[src/lel_pkg.sv]
// Shared constants and types for the reduced-profile encapsulation limit checker.
package lel_pkg;

    // Size limits in bytes.
    localparam logic [15:0] LEL_MAX_PDU_BYTES = 16'd1800;
    localparam logic [15:0] LEL_MAX_PKT_BYTES = 16'd1800;

    // Fragmentation limits.
    localparam logic [3:0]  LEL_MAX_OPEN_TAGS = 4'h4;
    localparam logic [2:0]  LEL_MAX_FRAGS     = 3'h6;
    localparam logic [6:0]  LEL_MAX_FRAMES    = 7'h40;

    // Tracking table depth and field widths.
    localparam int          LEL_NUM_SLOTS     = 8;
    localparam int          LEL_IDX_W         = 3;
    localparam int          LEL_TAG_W         = 8;
    localparam int          LEL_LABEL_W       = 48;
    localparam int          LEL_DEST_W        = 50;

    // Label type field codes.
    localparam logic [1:0]  LEL_LT_SIX_BYTE   = 2'h0;
    localparam logic [1:0]  LEL_LT_THREE_BYTE = 2'h1;
    localparam logic [1:0]  LEL_LT_BROADCAST  = 2'h2;
    localparam logic [1:0]  LEL_LT_REUSE      = 2'h3;

    typedef logic [LEL_TAG_W-1:0]  lel_tag_t;
    typedef logic [LEL_DEST_W-1:0] lel_dest_t;

    // Drop causes reported with each refused packet.
    typedef enum logic [2:0] {
        LEL_CAUSE_NONE     = 3'b000,
        LEL_CAUSE_SIZE     = 3'b001,
        LEL_CAUSE_TAGS     = 3'b010,
        LEL_CAUSE_COUNT    = 3'b011,
        LEL_CAUSE_DEADLINE = 3'b100,
        LEL_CAUSE_HEM      = 3'b101,
        LEL_CAUSE_NOCTX    = 3'b110
    } lel_cause_t;

endpackage : lel_pkg

[src/lel_slot_if.sv]
// Control and status bundle between the checker and one fragment tracking slot.
`timescale 1ns/1ns
interface lel_slot_if;
    import lel_pkg::*;
    logic      alloc;
    logic      frag;
    logic      drop;
    lel_tag_t  new_tag;
    lel_dest_t new_dest;
    logic      valid;
    lel_tag_t  tag;
    lel_dest_t dest;
    logic [2:0] count;
    logic      expired;

    modport owner (output alloc, frag, drop, new_tag, new_dest,
                   input  valid, tag, dest, count, expired);
    modport slot  (input  alloc, frag, drop, new_tag, new_dest,
                   output valid, tag, dest, count, expired);
endinterface : lel_slot_if

[src/lel_limits.sv]
// Reduced-profile encapsulation limit checker for packets leaving the encapsulator.
`timescale 1ns/1ns
module lel_limits
    import lel_pkg::*;
(
    input  wire logic                   CORE_CLK,
    input  wire logic                   RST_N,
    input  wire logic                   CE,
    input  wire logic                   FRAME_TICK,
    input  wire logic                   HIGH_EFFICIENCY_PHYSICAL_MODE,
    input  wire logic                   PKT_VALID,
    input  wire logic                   PKT_START,
    input  wire logic                   PKT_END,
    input  wire logic [LEL_TAG_W-1:0]   PKT_FRAGMENT_TAG,
    input  wire logic [1:0]             PKT_LABEL_TYPE_FIELD,
    input  wire logic [LEL_LABEL_W-1:0] PKT_LABEL,
    input  wire logic [15:0]            PDU_LEN,
    input  wire logic [15:0]            PKT_LEN,
    output logic                        PKT_READY,
    output logic                        PKT_PASS,
    output logic                        PKT_DROP,
    output logic [2:0]                  DROP_CAUSE,
    output logic [15:0]                 OUT_PKT_LEN,
    output logic                        ABANDON,
    output logic [LEL_TAG_W-1:0]        ABANDON_TAG
);

    ////////////////////////////////////////////////////////////////////////////////
    // Tracking table.

    logic [LEL_NUM_SLOTS-1:0] alloc_v, frag_v, drop_v;
    logic [LEL_NUM_SLOTS-1:0] s_valid, s_expired, s_match, s_hit;
    lel_tag_t                 s_tag   [LEL_NUM_SLOTS];
    logic [2:0]               s_count [LEL_NUM_SLOTS];
    lel_dest_t                dest_key;

    lel_slot_if slot_bus [LEL_NUM_SLOTS] ();

    // Destination key: broadcast and reuse ignore the label, a short label keeps 3 bytes.
    always_comb begin
        unique case (PKT_LABEL_TYPE_FIELD)
            LEL_LT_SIX_BYTE:   dest_key = {PKT_LABEL_TYPE_FIELD, PKT_LABEL};
            LEL_LT_THREE_BYTE: dest_key = {PKT_LABEL_TYPE_FIELD, 24'h000000, PKT_LABEL[23:0]};
            LEL_LT_BROADCAST:  dest_key = {PKT_LABEL_TYPE_FIELD, 48'h000000000000};
            LEL_LT_REUSE:      dest_key = {PKT_LABEL_TYPE_FIELD, 48'h000000000000};
        endcase
    end

    // Slots and their match terms; a destination counts per label, as tags are per destination.
    for (genvar g = 0; g < LEL_NUM_SLOTS; g++) begin : g_slot
        lel_slot u_slot (
            .clk        (CORE_CLK),
            .rst_n      (RST_N),
            .ce         (CE),
            .frame_tick (FRAME_TICK),
            .bus        (slot_bus[g])
        );
        assign slot_bus[g].alloc    = alloc_v[g];
        assign slot_bus[g].frag     = frag_v[g];
        assign slot_bus[g].drop     = drop_v[g];
        assign slot_bus[g].new_tag  = PKT_FRAGMENT_TAG;
        assign slot_bus[g].new_dest = dest_key;
        assign s_valid[g]   = slot_bus[g].valid;
        assign s_expired[g] = slot_bus[g].expired;
        assign s_tag[g]     = slot_bus[g].tag;
        assign s_count[g]   = slot_bus[g].count;
        assign s_hit[g]     = slot_bus[g].valid && (slot_bus[g].dest == dest_key);
        assign s_match[g]   = s_hit[g] && (slot_bus[g].tag == PKT_FRAGMENT_TAG);
    end

    ////////////////////////////////////////////////////////////////////////////////
    // Table searches.

    logic [3:0]           open_cnt;
    logic [LEL_IDX_W-1:0] free_idx, match_idx, exp_idx;
    logic                 free_any, match_any, exp_any;
    logic                 size_bad;

    // Lowest free, matching and expired slots, plus open tags for this destination.
    always_comb begin
        open_cnt  = 4'h0;
        free_idx  = '0;
        match_idx = '0;
        exp_idx   = '0;
        for (int i = LEL_NUM_SLOTS - 1; i >= 0; i--) begin
            open_cnt = open_cnt + {3'h0, s_hit[i]};
            if (!s_valid[i]) begin
                free_idx = LEL_IDX_W'(i);
            end
            if (s_match[i]) begin
                match_idx = LEL_IDX_W'(i);
            end
            if (s_expired[i]) begin
                exp_idx = LEL_IDX_W'(i);
            end
        end
    end

    assign free_any  = !(&s_valid);
    assign match_any = |s_match;
    assign exp_any   = |s_expired;
    assign size_bad  = (PDU_LEN > LEL_MAX_PDU_BYTES) || (PKT_LEN > LEL_MAX_PKT_BYTES);

    // No buffer here: every packet is judged in the cycle it is offered.
    assign PKT_READY = 1'b1;

    ////////////////////////////////////////////////////////////////////////////////
    // Verdict and slot control.

    lel_cause_t cause;
    logic       pkt_abandon;
    logic       pass_nxt, drop_nxt, aband_nxt;
    lel_tag_t   aband_tag_nxt;

    // One packet per cycle; its own abandon takes the report, else one expired slot is swept.
    always_comb begin
        cause       = LEL_CAUSE_NONE;
        pkt_abandon = 1'b0;
        alloc_v     = '0;
        frag_v      = '0;
        drop_v      = '0;
        if (PKT_VALID) begin
            if (HIGH_EFFICIENCY_PHYSICAL_MODE && !(PKT_START && PKT_END)) begin
                cause = LEL_CAUSE_HEM;
                if (match_any) begin
                    pkt_abandon = 1'b1;
                end
            end else if (size_bad) begin
                cause = LEL_CAUSE_SIZE;
                if (!PKT_START && match_any) begin
                    pkt_abandon = 1'b1;
                end
            end else if (PKT_START && !PKT_END) begin
                if (match_any || !free_any) begin
                    cause = LEL_CAUSE_NOCTX;
                end else if (open_cnt >= LEL_MAX_OPEN_TAGS) begin
                    cause = LEL_CAUSE_TAGS;
                end else begin
                    alloc_v[free_idx] = 1'b1;
                end
            end else if (!PKT_START) begin
                if (!match_any) begin
                    cause = LEL_CAUSE_NOCTX;
                end else if (s_expired[match_idx]) begin
                    cause       = LEL_CAUSE_DEADLINE;
                    pkt_abandon = 1'b1;
                end else if (s_count[match_idx] >= LEL_MAX_FRAGS) begin
                    cause       = LEL_CAUSE_COUNT;
                    pkt_abandon = 1'b1;
                end else if (PKT_END) begin
                    drop_v[match_idx] = 1'b1;
                end else begin
                    frag_v[match_idx] = 1'b1;
                end
            end
        end
        if (pkt_abandon) begin
            drop_v[match_idx] = 1'b1;
        end
        aband_nxt     = pkt_abandon;
        aband_tag_nxt = s_tag[match_idx];
        if (!pkt_abandon && exp_any && !(PKT_VALID && match_any && (exp_idx == match_idx))) begin
            drop_v[exp_idx] = 1'b1;
            aband_nxt       = 1'b1;
            aband_tag_nxt   = s_tag[exp_idx];
        end
        pass_nxt = PKT_VALID && (cause == LEL_CAUSE_NONE);
        drop_nxt = PKT_VALID && (cause != LEL_CAUSE_NONE);
    end

    ////////////////////////////////////////////////////////////////////////////////
    // Output registers.

    logic                pass_r, drop_r, aband_r;
    lel_cause_t          cause_r;
    lel_tag_t            aband_tag_r;
    logic [15:0]         out_len_r, out_pdu_r;

    // Passed lengths are copied untouched, so any lower slicing cannot show here.
    always_ff @(posedge CORE_CLK) begin
        if (!RST_N) begin
            pass_r      <= 1'b0;
            drop_r      <= 1'b0;
            cause_r     <= LEL_CAUSE_NONE;
            aband_r     <= 1'b0;
            aband_tag_r <= '0;
            out_len_r   <= 16'h0000;
            out_pdu_r   <= 16'h0000;
        end else if (CE) begin
            pass_r      <= pass_nxt;
            drop_r      <= drop_nxt;
            cause_r     <= cause;
            aband_r     <= aband_nxt;
            aband_tag_r <= aband_tag_nxt;
            out_len_r   <= PKT_LEN;
            out_pdu_r   <= PDU_LEN;
        end
    end

    assign PKT_PASS    = pass_r;
    assign PKT_DROP    = drop_r;
    assign DROP_CAUSE  = cause_r;
    assign OUT_PKT_LEN = out_len_r;
    assign ABANDON     = aband_r;
    assign ABANDON_TAG = aband_tag_r;

    ////////////////////////////////////////////////////////////////////////////////
    // Checks.

    a_pdu_size_cap: assert property (@(posedge CORE_CLK) disable iff (!RST_N)
        PKT_PASS |-> (out_pdu_r <= LEL_MAX_PDU_BYTES))
        else $error("Passed data unit exceeds the size cap.");

    a_pkt_size_cap: assert property (@(posedge CORE_CLK) disable iff (!RST_N)
        CE && PKT_VALID && (PKT_LEN > LEL_MAX_PKT_BYTES)
        |=> PKT_DROP && !PKT_PASS && (OUT_PKT_LEN > LEL_MAX_PKT_BYTES))
        else $error("Oversized packet was not dropped.");

    a_open_tag_cap: assert property (@(posedge CORE_CLK) disable iff (!RST_N)
        CE && PKT_VALID && PKT_START && !PKT_END && !HIGH_EFFICIENCY_PHYSICAL_MODE
        && !size_bad && !match_any && free_any && (open_cnt >= LEL_MAX_OPEN_TAGS)
        |=> PKT_DROP && (DROP_CAUSE == LEL_CAUSE_TAGS))
        else $error("Fifth open tag for a destination was accepted.");

    a_frag_count_cap: assert property (@(posedge CORE_CLK) disable iff (!RST_N)
        CE && PKT_VALID && !PKT_START && !HIGH_EFFICIENCY_PHYSICAL_MODE && !size_bad
        && match_any && !s_expired[match_idx] && (s_count[match_idx] == LEL_MAX_FRAGS)
        |=> PKT_DROP && (DROP_CAUSE == LEL_CAUSE_COUNT) && ABANDON)
        else $error("Seventh fragment was not refused.");

    // A second expired slot may be swept in the very next cycle, so only this cycle is checked.
    a_late_frag_drop: assert property (@(posedge CORE_CLK) disable iff (!RST_N)
        CE && PKT_VALID && !PKT_START && !HIGH_EFFICIENCY_PHYSICAL_MODE && !size_bad
        && match_any && s_expired[match_idx]
        |=> PKT_DROP && (DROP_CAUSE == LEL_CAUSE_DEADLINE) && ABANDON
        && (ABANDON_TAG == $past(PKT_FRAGMENT_TAG)))
        else $error("Fragment past the frame deadline was passed.");

    a_hem_no_frag: assert property (@(posedge CORE_CLK) disable iff (!RST_N)
        CE && PKT_VALID && HIGH_EFFICIENCY_PHYSICAL_MODE && !(PKT_START && PKT_END)
        |=> PKT_DROP && (DROP_CAUSE == LEL_CAUSE_HEM))
        else $error("Fragment passed in high-efficiency mode.");

    a_pass_unchanged: assert property (@(posedge CORE_CLK) disable iff (!RST_N)
        $past(CE) && PKT_PASS |-> (OUT_PKT_LEN == $past(PKT_LEN)) && $past(PKT_VALID))
        else $error("Passed packet length differs from the offered one.");

    a_drop_has_cause: assert property (@(posedge CORE_CLK) disable iff (!RST_N)
        PKT_DROP |-> (DROP_CAUSE != LEL_CAUSE_NONE) && !PKT_PASS)
        else $error("Drop reported without a cause.");

endmodule : lel_limits

[src/lel_slot.sv]
// One open fragment tag: its destination, fragment count and frame age.
`timescale 1ns/1ns
module lel_slot
    import lel_pkg::*;
(
    input  wire logic clk,
    input  wire logic rst_n,
    input  wire logic ce,
    input  wire logic frame_tick,
    lel_slot_if.slot  bus
);

    logic       valid_r, valid_nxt;
    lel_tag_t   tag_r, tag_nxt;
    lel_dest_t  dest_r, dest_nxt;
    logic [2:0] count_r, count_nxt;
    logic [6:0] age_r, age_nxt;

    // Release wins over allocation; the age stops at the deadline so it cannot wrap.
    always_comb begin
        valid_nxt = valid_r;
        tag_nxt   = tag_r;
        dest_nxt  = dest_r;
        count_nxt = count_r;
        age_nxt   = age_r;
        if (bus.drop) begin
            valid_nxt = 1'b0;
        end else if (bus.alloc) begin
            valid_nxt = 1'b1;
            tag_nxt   = bus.new_tag;
            dest_nxt  = bus.new_dest;
            count_nxt = 3'h1;
            age_nxt   = 7'h00;
        end else begin
            if (bus.frag) begin
                count_nxt = count_r + 3'h1;
            end
            if (frame_tick && valid_r && (age_r != LEL_MAX_FRAMES)) begin
                age_nxt = age_r + 7'h01;
            end
        end
    end

    // State register, frozen while the clock enable is low.
    always_ff @(posedge clk) begin
        if (!rst_n) begin
            valid_r <= 1'b0;
            tag_r   <= '0;
            dest_r  <= '0;
            count_r <= 3'h0;
            age_r   <= 7'h00;
        end else if (ce) begin
            valid_r <= valid_nxt;
            tag_r   <= tag_nxt;
            dest_r  <= dest_nxt;
            count_r <= count_nxt;
            age_r   <= age_nxt;
        end
    end

    assign bus.valid   = valid_r;
    assign bus.tag     = tag_r;
    assign bus.dest    = dest_r;
    assign bus.count   = count_r;
    assign bus.expired = valid_r && (age_r == LEL_MAX_FRAMES);

    a_age_bounded: assert property (@(posedge clk) disable iff (!rst_n)
        valid_r && frame_tick && ce && (age_r == LEL_MAX_FRAMES)
        |=> (age_r == LEL_MAX_FRAMES) || !valid_r)
        else $error("Fragment age ran past the frame deadline.");

endmodule : lel_slot

[config.mk]
export PLATFORM = sky130hd
export DESIGN_NAME = lel_limits
export DESIGN_NICKNAME = d
export VERILOG_FILES = /design/src/lel_pkg.sv /design/src/lel_slot_if.sv /design/src/lel_limits.sv /design/src/lel_slot.sv
export SDC_FILE = /design/constraint.sdc
export NUM_CORES = 2
export LEC_CHECK = 0
export BUFFER_PORTS_ARGS = -buffer_cell sky130_fd_sc_hd__clkbuf_2
export CAP_MARGIN = 25
export CORE_MARGIN = 4
export CORE_UTILIZATION = 39
export CTS_CLUSTER_SIZE = 20
export DETAILED_ROUTE_END_ITERATION = 6
export PLACE_DENSITY = 0.52
export SLEW_MARGIN = 20
export SYNTH_ARGS = -nofsm -noshare
export SYNTH_HDL_FRONTEND = slang
export SYNTH_HIERARCHICAL = 1
export SYNTH_SLANG_ARGS = --single-unit
[constraint.sdc]
create_clock -name CORE_CLK -period 8.5 [get_ports CORE_CLK]
set_clock_uncertainty 0.2 [all_clocks]
set_input_delay 1.275 -clock CORE_CLK [delete_from_list [all_inputs] [get_ports CORE_CLK]]
set_output_delay 1.275 -clock CORE_CLK [all_outputs]
set_load 0.05 [all_outputs]
[Word-level counts from Yosys, hierarchy flattened]
Index checks and enable logic that the tools add are counted.
Operators by class
  add/sub/neg operators: 23
  order comparisons: 12
  equal/unequal tests: 36
  muxes and demuxes: 138
  bitwise operators: 12
  reduce and logical (&&, ||, !) cells: 123
Operator list (number)
  $eq 50x50->1: 8
  $mux 8: 31
  $mux 3: 50
  $pmux 50 s3: 1
  $mux 7: 16
  $reduce_and 3->1: 24
  $eq 8x8->1: 8
  $add 7x1->7 const B: 8
  $eq 7x7->1 const B: 8
  $ne 7x7->1 const B: 8
  $logic_and 1x1->1: 53
  $bmux 8 s3: 2
  $reduce_bool 2->1: 24
  $gt 16x11->1 const B: 2
  $mux 1: 31
  $add 3x1->3 const B: 8
  $add 4x1->4: 4
  $or 8x8->8: 2
  $reduce_and 2->1: 8
  $reduce_or 8->1: 2
  $lt 3x4->1 const B: 3
  $bmux 3 s3: 1
  $demux 1 s3: 3
  $ge 3x1->1 const B: 3
  other kinds (20): 36
Word-level totals
  register bits: 582

[Logic depth before layout (Yosys ltp)]
  depth in word-level cells: 33
  depth in mapped cells: 26
  mapped depth without buffers: 22

[Modules after synthesis]
Netlist, hierarchy kept.
By module, submodules not included
  lel_slot (g_slot[0].u_slot ...): instances 6, cells an instance 321, area an instance 2735.1 sq um, sequential area each 1381.3 sq um
  lel_limits: instances 1, cells an instance 2056, area an instance 13576.8 sq um, sequential area each 600.6 sq um
  lel_slot (g_slot[6].u_slot ...): instances 2, cells an instance 319, area an instance 2675.1 sq um, sequential area each 1381.3 sq um

[Least setup slack after synthesis]
OpenSTA, ideal clock, no wires.
  path kind: input-to-reg
  from: in PKT_LABEL_TYPE_FIELD[0]
  to: reg g_slot[7].u_slot.age_r[5]
  library setup time: 0.071 ns
  arrival: 6.463 ns
  data required time: 8.229 ns
  path slack: 1.766 ns
  cell stages on the path: 22
  path buffers: 2
  cell sequence: buf_6 > buf_6 > nor3b_1 > xnor2_1 > and4_1 > nand4_1 > nor2_1 > and3_1 > fa_1 > inv_1 > fa_1 > inv_1 > fa_1 > ha_1 > nor4b_1 > and4_1 > nand3_1 > nor2_1 > inv_1 > a221o_1 > or4_1 > a21oi_1
Between the ends
  elaborated cells between the ends (all ways): 101
  classes of those cells: 7 x add/sub; 4 x order compare; 12 x eq/ne; 44 x mux; 4 x bitwise; 30 x reduce/logical
RTL lines
  from (decl): line lel_limits.sv:15  | input wire logic [1:0] PKT_LABEL_TYPE_FIELD,
  $eq 2x2->1: line lel_limits.sv:41  | unique case (PKT_LABEL_TYPE_FIELD)
  $reduce_or 2->1 (no source line)
  $pmux 50 s3 (*): line lel_limits.sv:41
  via dest_key[42]: line lel_limits.sv:35  | lel_dest_t dest_key;
  $eq 50x50->1: line lel_limits.sv:67  | assign s_hit[g] = slot_bus[g].valid && (slot_bus[g].dest == dest_key);
  $logic_and 1x1->1: line lel_limits.sv:67
  $add 1x1->2: line lel_limits.sv:86  | open_cnt = open_cnt + {3'h0, s_hit[i]};
  $add 2x1->3: line lel_limits.sv:86
  [... 7 more ...]
  $mux 8 (*): line lel_limits.sv:134  | if (match_any || !free_any) begin
  $mux 8 (*): line lel_limits.sv:133  | end else if (PKT_START && !PKT_END) begin
  $mux 8 (*): line lel_limits.sv:128  | end else if (size_bad) begin
  $mux 8 (*): line lel_limits.sv:123  | if (HIGH_EFFICIENCY_PHYSICAL_MODE && !(PKT_START && PKT_END)) begin
  $mux 8 (*): line lel_limits.sv:122  | if (PKT_VALID) begin
  via alloc_v[7]: line lel_limits.sv:31  | logic [LEL_NUM_SLOTS-1:0] alloc_v, frag_v, drop_v;
  $reduce_bool 2->1 (no source line)
  $reduce_and 3->1 (no source line)
  to (signal assigned): line lel_slot.sv:57  | age_r <= age_nxt;
  to (decl): line lel_slot.sv:17  | logic [6:0] age_r, age_nxt;
Mark *: on every way through the listed nets, which the timed path passes. The rest lies on a longest branch. The select of a mux whose other input is x is not followed.
A chain may end at the register's enable or synchronous reset.

[Worst setup path in the final report]
  from: in PKT_LABEL_TYPE_FIELD[1]
  to: reg g_slot[1].u_slot.dest_r[12]
Between the ends
  elaborated cells between the ends (all ways): 99
  classes of those cells: 7 x add/sub; 4 x order compare; 12 x eq/ne; 43 x mux; 4 x bitwise; 29 x reduce/logical
RTL lines
  $eq 2x2->1: line lel_limits.sv:41
  $reduce_or 2->1 (no source line)
  $pmux 50 s3 (*): line lel_limits.sv:41
  $eq 50x50->1: line lel_limits.sv:67
  $logic_and 1x1->1: line lel_limits.sv:67
  $add 1x1->2: line lel_limits.sv:86
  $add 2x1->3: line lel_limits.sv:86
  $add 3x1->4: line lel_limits.sv:86
  [... 5 more ...]
  $mux 8: line lel_limits.sv:136  | end else if (open_cnt >= LEL_MAX_OPEN_TAGS) begin
  $mux 8 (*): line lel_limits.sv:134
  $mux 8 (*): line lel_limits.sv:133
  $mux 8 (*): line lel_limits.sv:128
  $mux 8 (*): line lel_limits.sv:123
  $mux 8 (*): line lel_limits.sv:122
  via alloc_v[1]: line lel_limits.sv:31
  $reduce_and 3->1 (no source line) (*)
  to (signal assigned): line lel_slot.sv:55  | dest_r <= dest_nxt;
  to (decl): line lel_slot.sv:15  | lel_dest_t dest_r, dest_nxt;
Marks and branches as above.

==> metrics.cfg <==
[outcome]
status = finished with violations
failed_checks = DRC

[setup_path]
worstSetupPathType = primary input to flop
cp_top_family = simple AND/OR/NAND/NOR gates
critPathMaxStageDelay_ns = 0.54
path_buf_inv = 8
crit_path_start_kind = primary input
r2r_end = g_slot[1].u_slot/bus.dest[12]
r2r_cells = 23
arrival_ns = 7.68
cp-end-kind = flop
crit_required_ns = 8.86
rr_startpoint = g_slot[1].u_slot/bus.dest[21]
cp_max_fo = 47
rrSetupSlack_ns = 2.11
cpMaxStageDelayCell = fa_1

[clocking]
cts-resized-gates = 0
h-tree-depth = 3
clk_latency_ns = 0.66
post_cts_buffers = 0
cts-root-buf = clkbuf_16
clock_path_buffers = 3
path_clk_slew_ns = 0.07
postCtsHoldBufs = 0
cts_made_buffers = 74
cts_tree = built
clock-sinks = 582

[hold_path]
hold_path.startpoint = ABANDON_TAG[3]
min_to = ABANDON_TAG[3]
holdCritPathClass = flop to flop
hold_depth = 2

[sta]
setup_tns_ns = 0
finalMaxSlewViolations = 0
tightest_slew_ns = 1.16
hold_viol = 0
rsz0062_at_grt = false
slew_headroom = 0.227
whs_ns = 0.263
min_period_over_period = 0.861
setup_viol = 0
max_freq_mhz = 137
post-route-min-period_ns = 7.32

[placement]
io_buffers = 127
gp_congestion = 1.03
hpwl_mm = 127

[grt]
antenna_found_initial = 8
grt_max_degree = 181
grt_pass1_vias = 34200
grt_pass1_wl_mm = 249
grt-ovfl-total = 0
globalRouteTotalUtil = 0.355

[finish]
layout_commonest_cell = nand2_1
area_delta_synth_final_pct = 16.1
drive_gt1_frac = 0.129
layout.nets = 4918
layout.cells.most_common_list = nand2_1, dfxtp_1, a21boi_0, nor2_1, buf_4

[floorplanning]
start_util = 0.393
die-area_sq_um = 95500
fp.coreArea_sq_um = 90000
pin_count = 129
rows = 110
die-height_microns = 309
die_w_microns = 309

[yosys]
ys.flop_type = dfxtp_1
seq_area_frac_synth = 0.330
synth_seq_cells = 582
synth_enable_flop_cells = 0
synth_nets = 4747
syn_inst = 4620
syn_area_per_cell_sq_um = 7.65
synthArstFlopShare = 0
syn-cell-area_sq_um = 35300
synthDistinctLibCells = 109
ys_warn_count = 6

[drt]
ant_nets = 0
drt_iter0_drc = 4887
vias = 37300
first_pass_iters = 7
post-route-drc-count = 10
routed_via_density = 6.19
wl_per_cell_microns = 29.1
routed_wirelength_mm = 176

[flow_run]
cap_violations = 0

[power]
ir_drop_v = 0.000143
power_leakage_uw = 0.0141
powerDensity_nw_per_um2 = 163

==> worst min-delay path: cells and delay by family (launching register included) <==
family | cells | cell delay [ns]
simple gates | 1 | 0.06
compound gates | 1 | 0.05
flops | 1 | 0.31
==> synth_stat cells, types with 24 or more instances <==
cell | count | share of area
nor2_1 | 248 | 0.026
nor2b_1 | 94 | 0.017
and3_1 | 26 | 0.0046
o22ai_1 | 64 | 0.011
nor3_1 | 44 | 0.0062
mux2i_1 | 39 | 0.011
a21boi_0 | 467 | 0.099
ha_1 | 26 | 0.0092
nand2b_1 | 148 | 0.026
a31oi_1 | 87 | 0.015
nor4bb_1 | 59 | 0.017
clkbuf_1 | 162 | 0.017
dfxtp_1 | 582 | 0.33
o2111ai_1 | 24 | 0.0059
nand4_1 | 92 | 0.016
nor4_1 | 74 | 0.013
xor2_1 | 48 | 0.012
o32ai_1 | 57 | 0.014
a22oi_1 | 36 | 0.0076
xnor2_1 | 108 | 0.027
a21oi_1 | 139 | 0.020
nand3_1 | 68 | 0.0096
buf_2 | 68 | 0.0096
inv_1 | 140 | 0.015
o21ai_0 | 91 | 0.013
nand2_1 | 1094 | 0.12
==> worst max-delay path by stage <==
| stage | slack (ns) | from | endpoint | cells past startpoint |
|---|---|---|---|---|
| after CTS | 1.37 | PKT_LABEL_TYPE_FIELD[1] | g_slot[0].u_slot/age_r[6] | 24 |
| after global placement | 0.67 | PKT_LABEL_TYPE_FIELD[1] | g_slot[1].u_slot/bus.dest[12] | 25 |
| after global routing | 0.88 | PKT_LABEL_TYPE_FIELD[1] | g_slot[7].u_slot/age_r[5] | 22 |
| after detailed placement | 0.72 | PKT_LABEL_TYPE_FIELD[1] | g_slot[0].u_slot/age_r[4] | 24 |
| final | 1.18 | PKT_LABEL_TYPE_FIELD[1] | g_slot[1].u_slot/bus.dest[12] | 25 |
| after floorplan | 1.77 | PKT_LABEL_TYPE_FIELD[0] | g_slot[7].u_slot/age_r[5] | 22 |
==> flip-flops by register name, indices dropped and copies added (netlist names), 3 cells and up <==
name / flops
OUT_PKT_LEN: 16
ABANDON_TAG: 8
g_slot.u_slot/bus.valid: 8
g_slot.u_slot/bus.dest: 400
g_slot.u_slot/bus.tag: 64
g_slot.u_slot/age_r: 56
g_slot.u_slot/bus.count: 24
DROP_CAUSE: 3
==> metrics by stage <==
stage | utilization | power (uW) | cells | instance area (sq um) | setup slack, ns
final | 0.456 | 6690 | 6024 | 41000 | 1.18
after global routing | 0.456 | 6830 | 6021 | 41000 | 0.880
after CTS | 0.456 | 6700 | 6021 | 41000 | 1.37
after detailed placement | 0.429 | 3460 | 5891 | 38600 | 0.723
after global placement | 0.429 | 3460 | 5888 | 38600 | 0.672
after floorplan | - | 3140 | 4620 | 35300 | 1.77
==> where the power goes <==
part	switching [uW]	total, uW	internal, uW
clock network	1330	3260	1920
logic	497	695	198
registers	2.87	2740	2730
==> cells by family after synthesis <==
logic type	share of synthesized area
AO/OA/AOI/OAI	0.248
XOR/XNOR	0.0387
adder cells (fa/ha/maj)	0.0109
buffers and inverters	0.0532
flip-flops	0.330
multiplexers	0.0158
other	0.000106
AND/OR/NAND/NOR	0.304
==> per-layer routing <==
metal	track usage	vias to the layer above	share of wire
li1	-	16800	-
met1	0.444	17800	0.40
met2	0.556	2041	0.43
met3	0.0737	613	0.091
met4	0.234	6	0.082
met5	0	-	0.00024
==> layout make-up <==
type	count	area (sq um)
repair buffers	377	3040
diodes	3	7.51
flip-flops and latches	582	11700
well taps	1176	1470
fillers	9182	49000
clock buffers	109	2180
inverters	146	548
multi-input cells	3610	21900
clock inverters	21	253
Note: power is estimated with default switching activity, not from simulation.
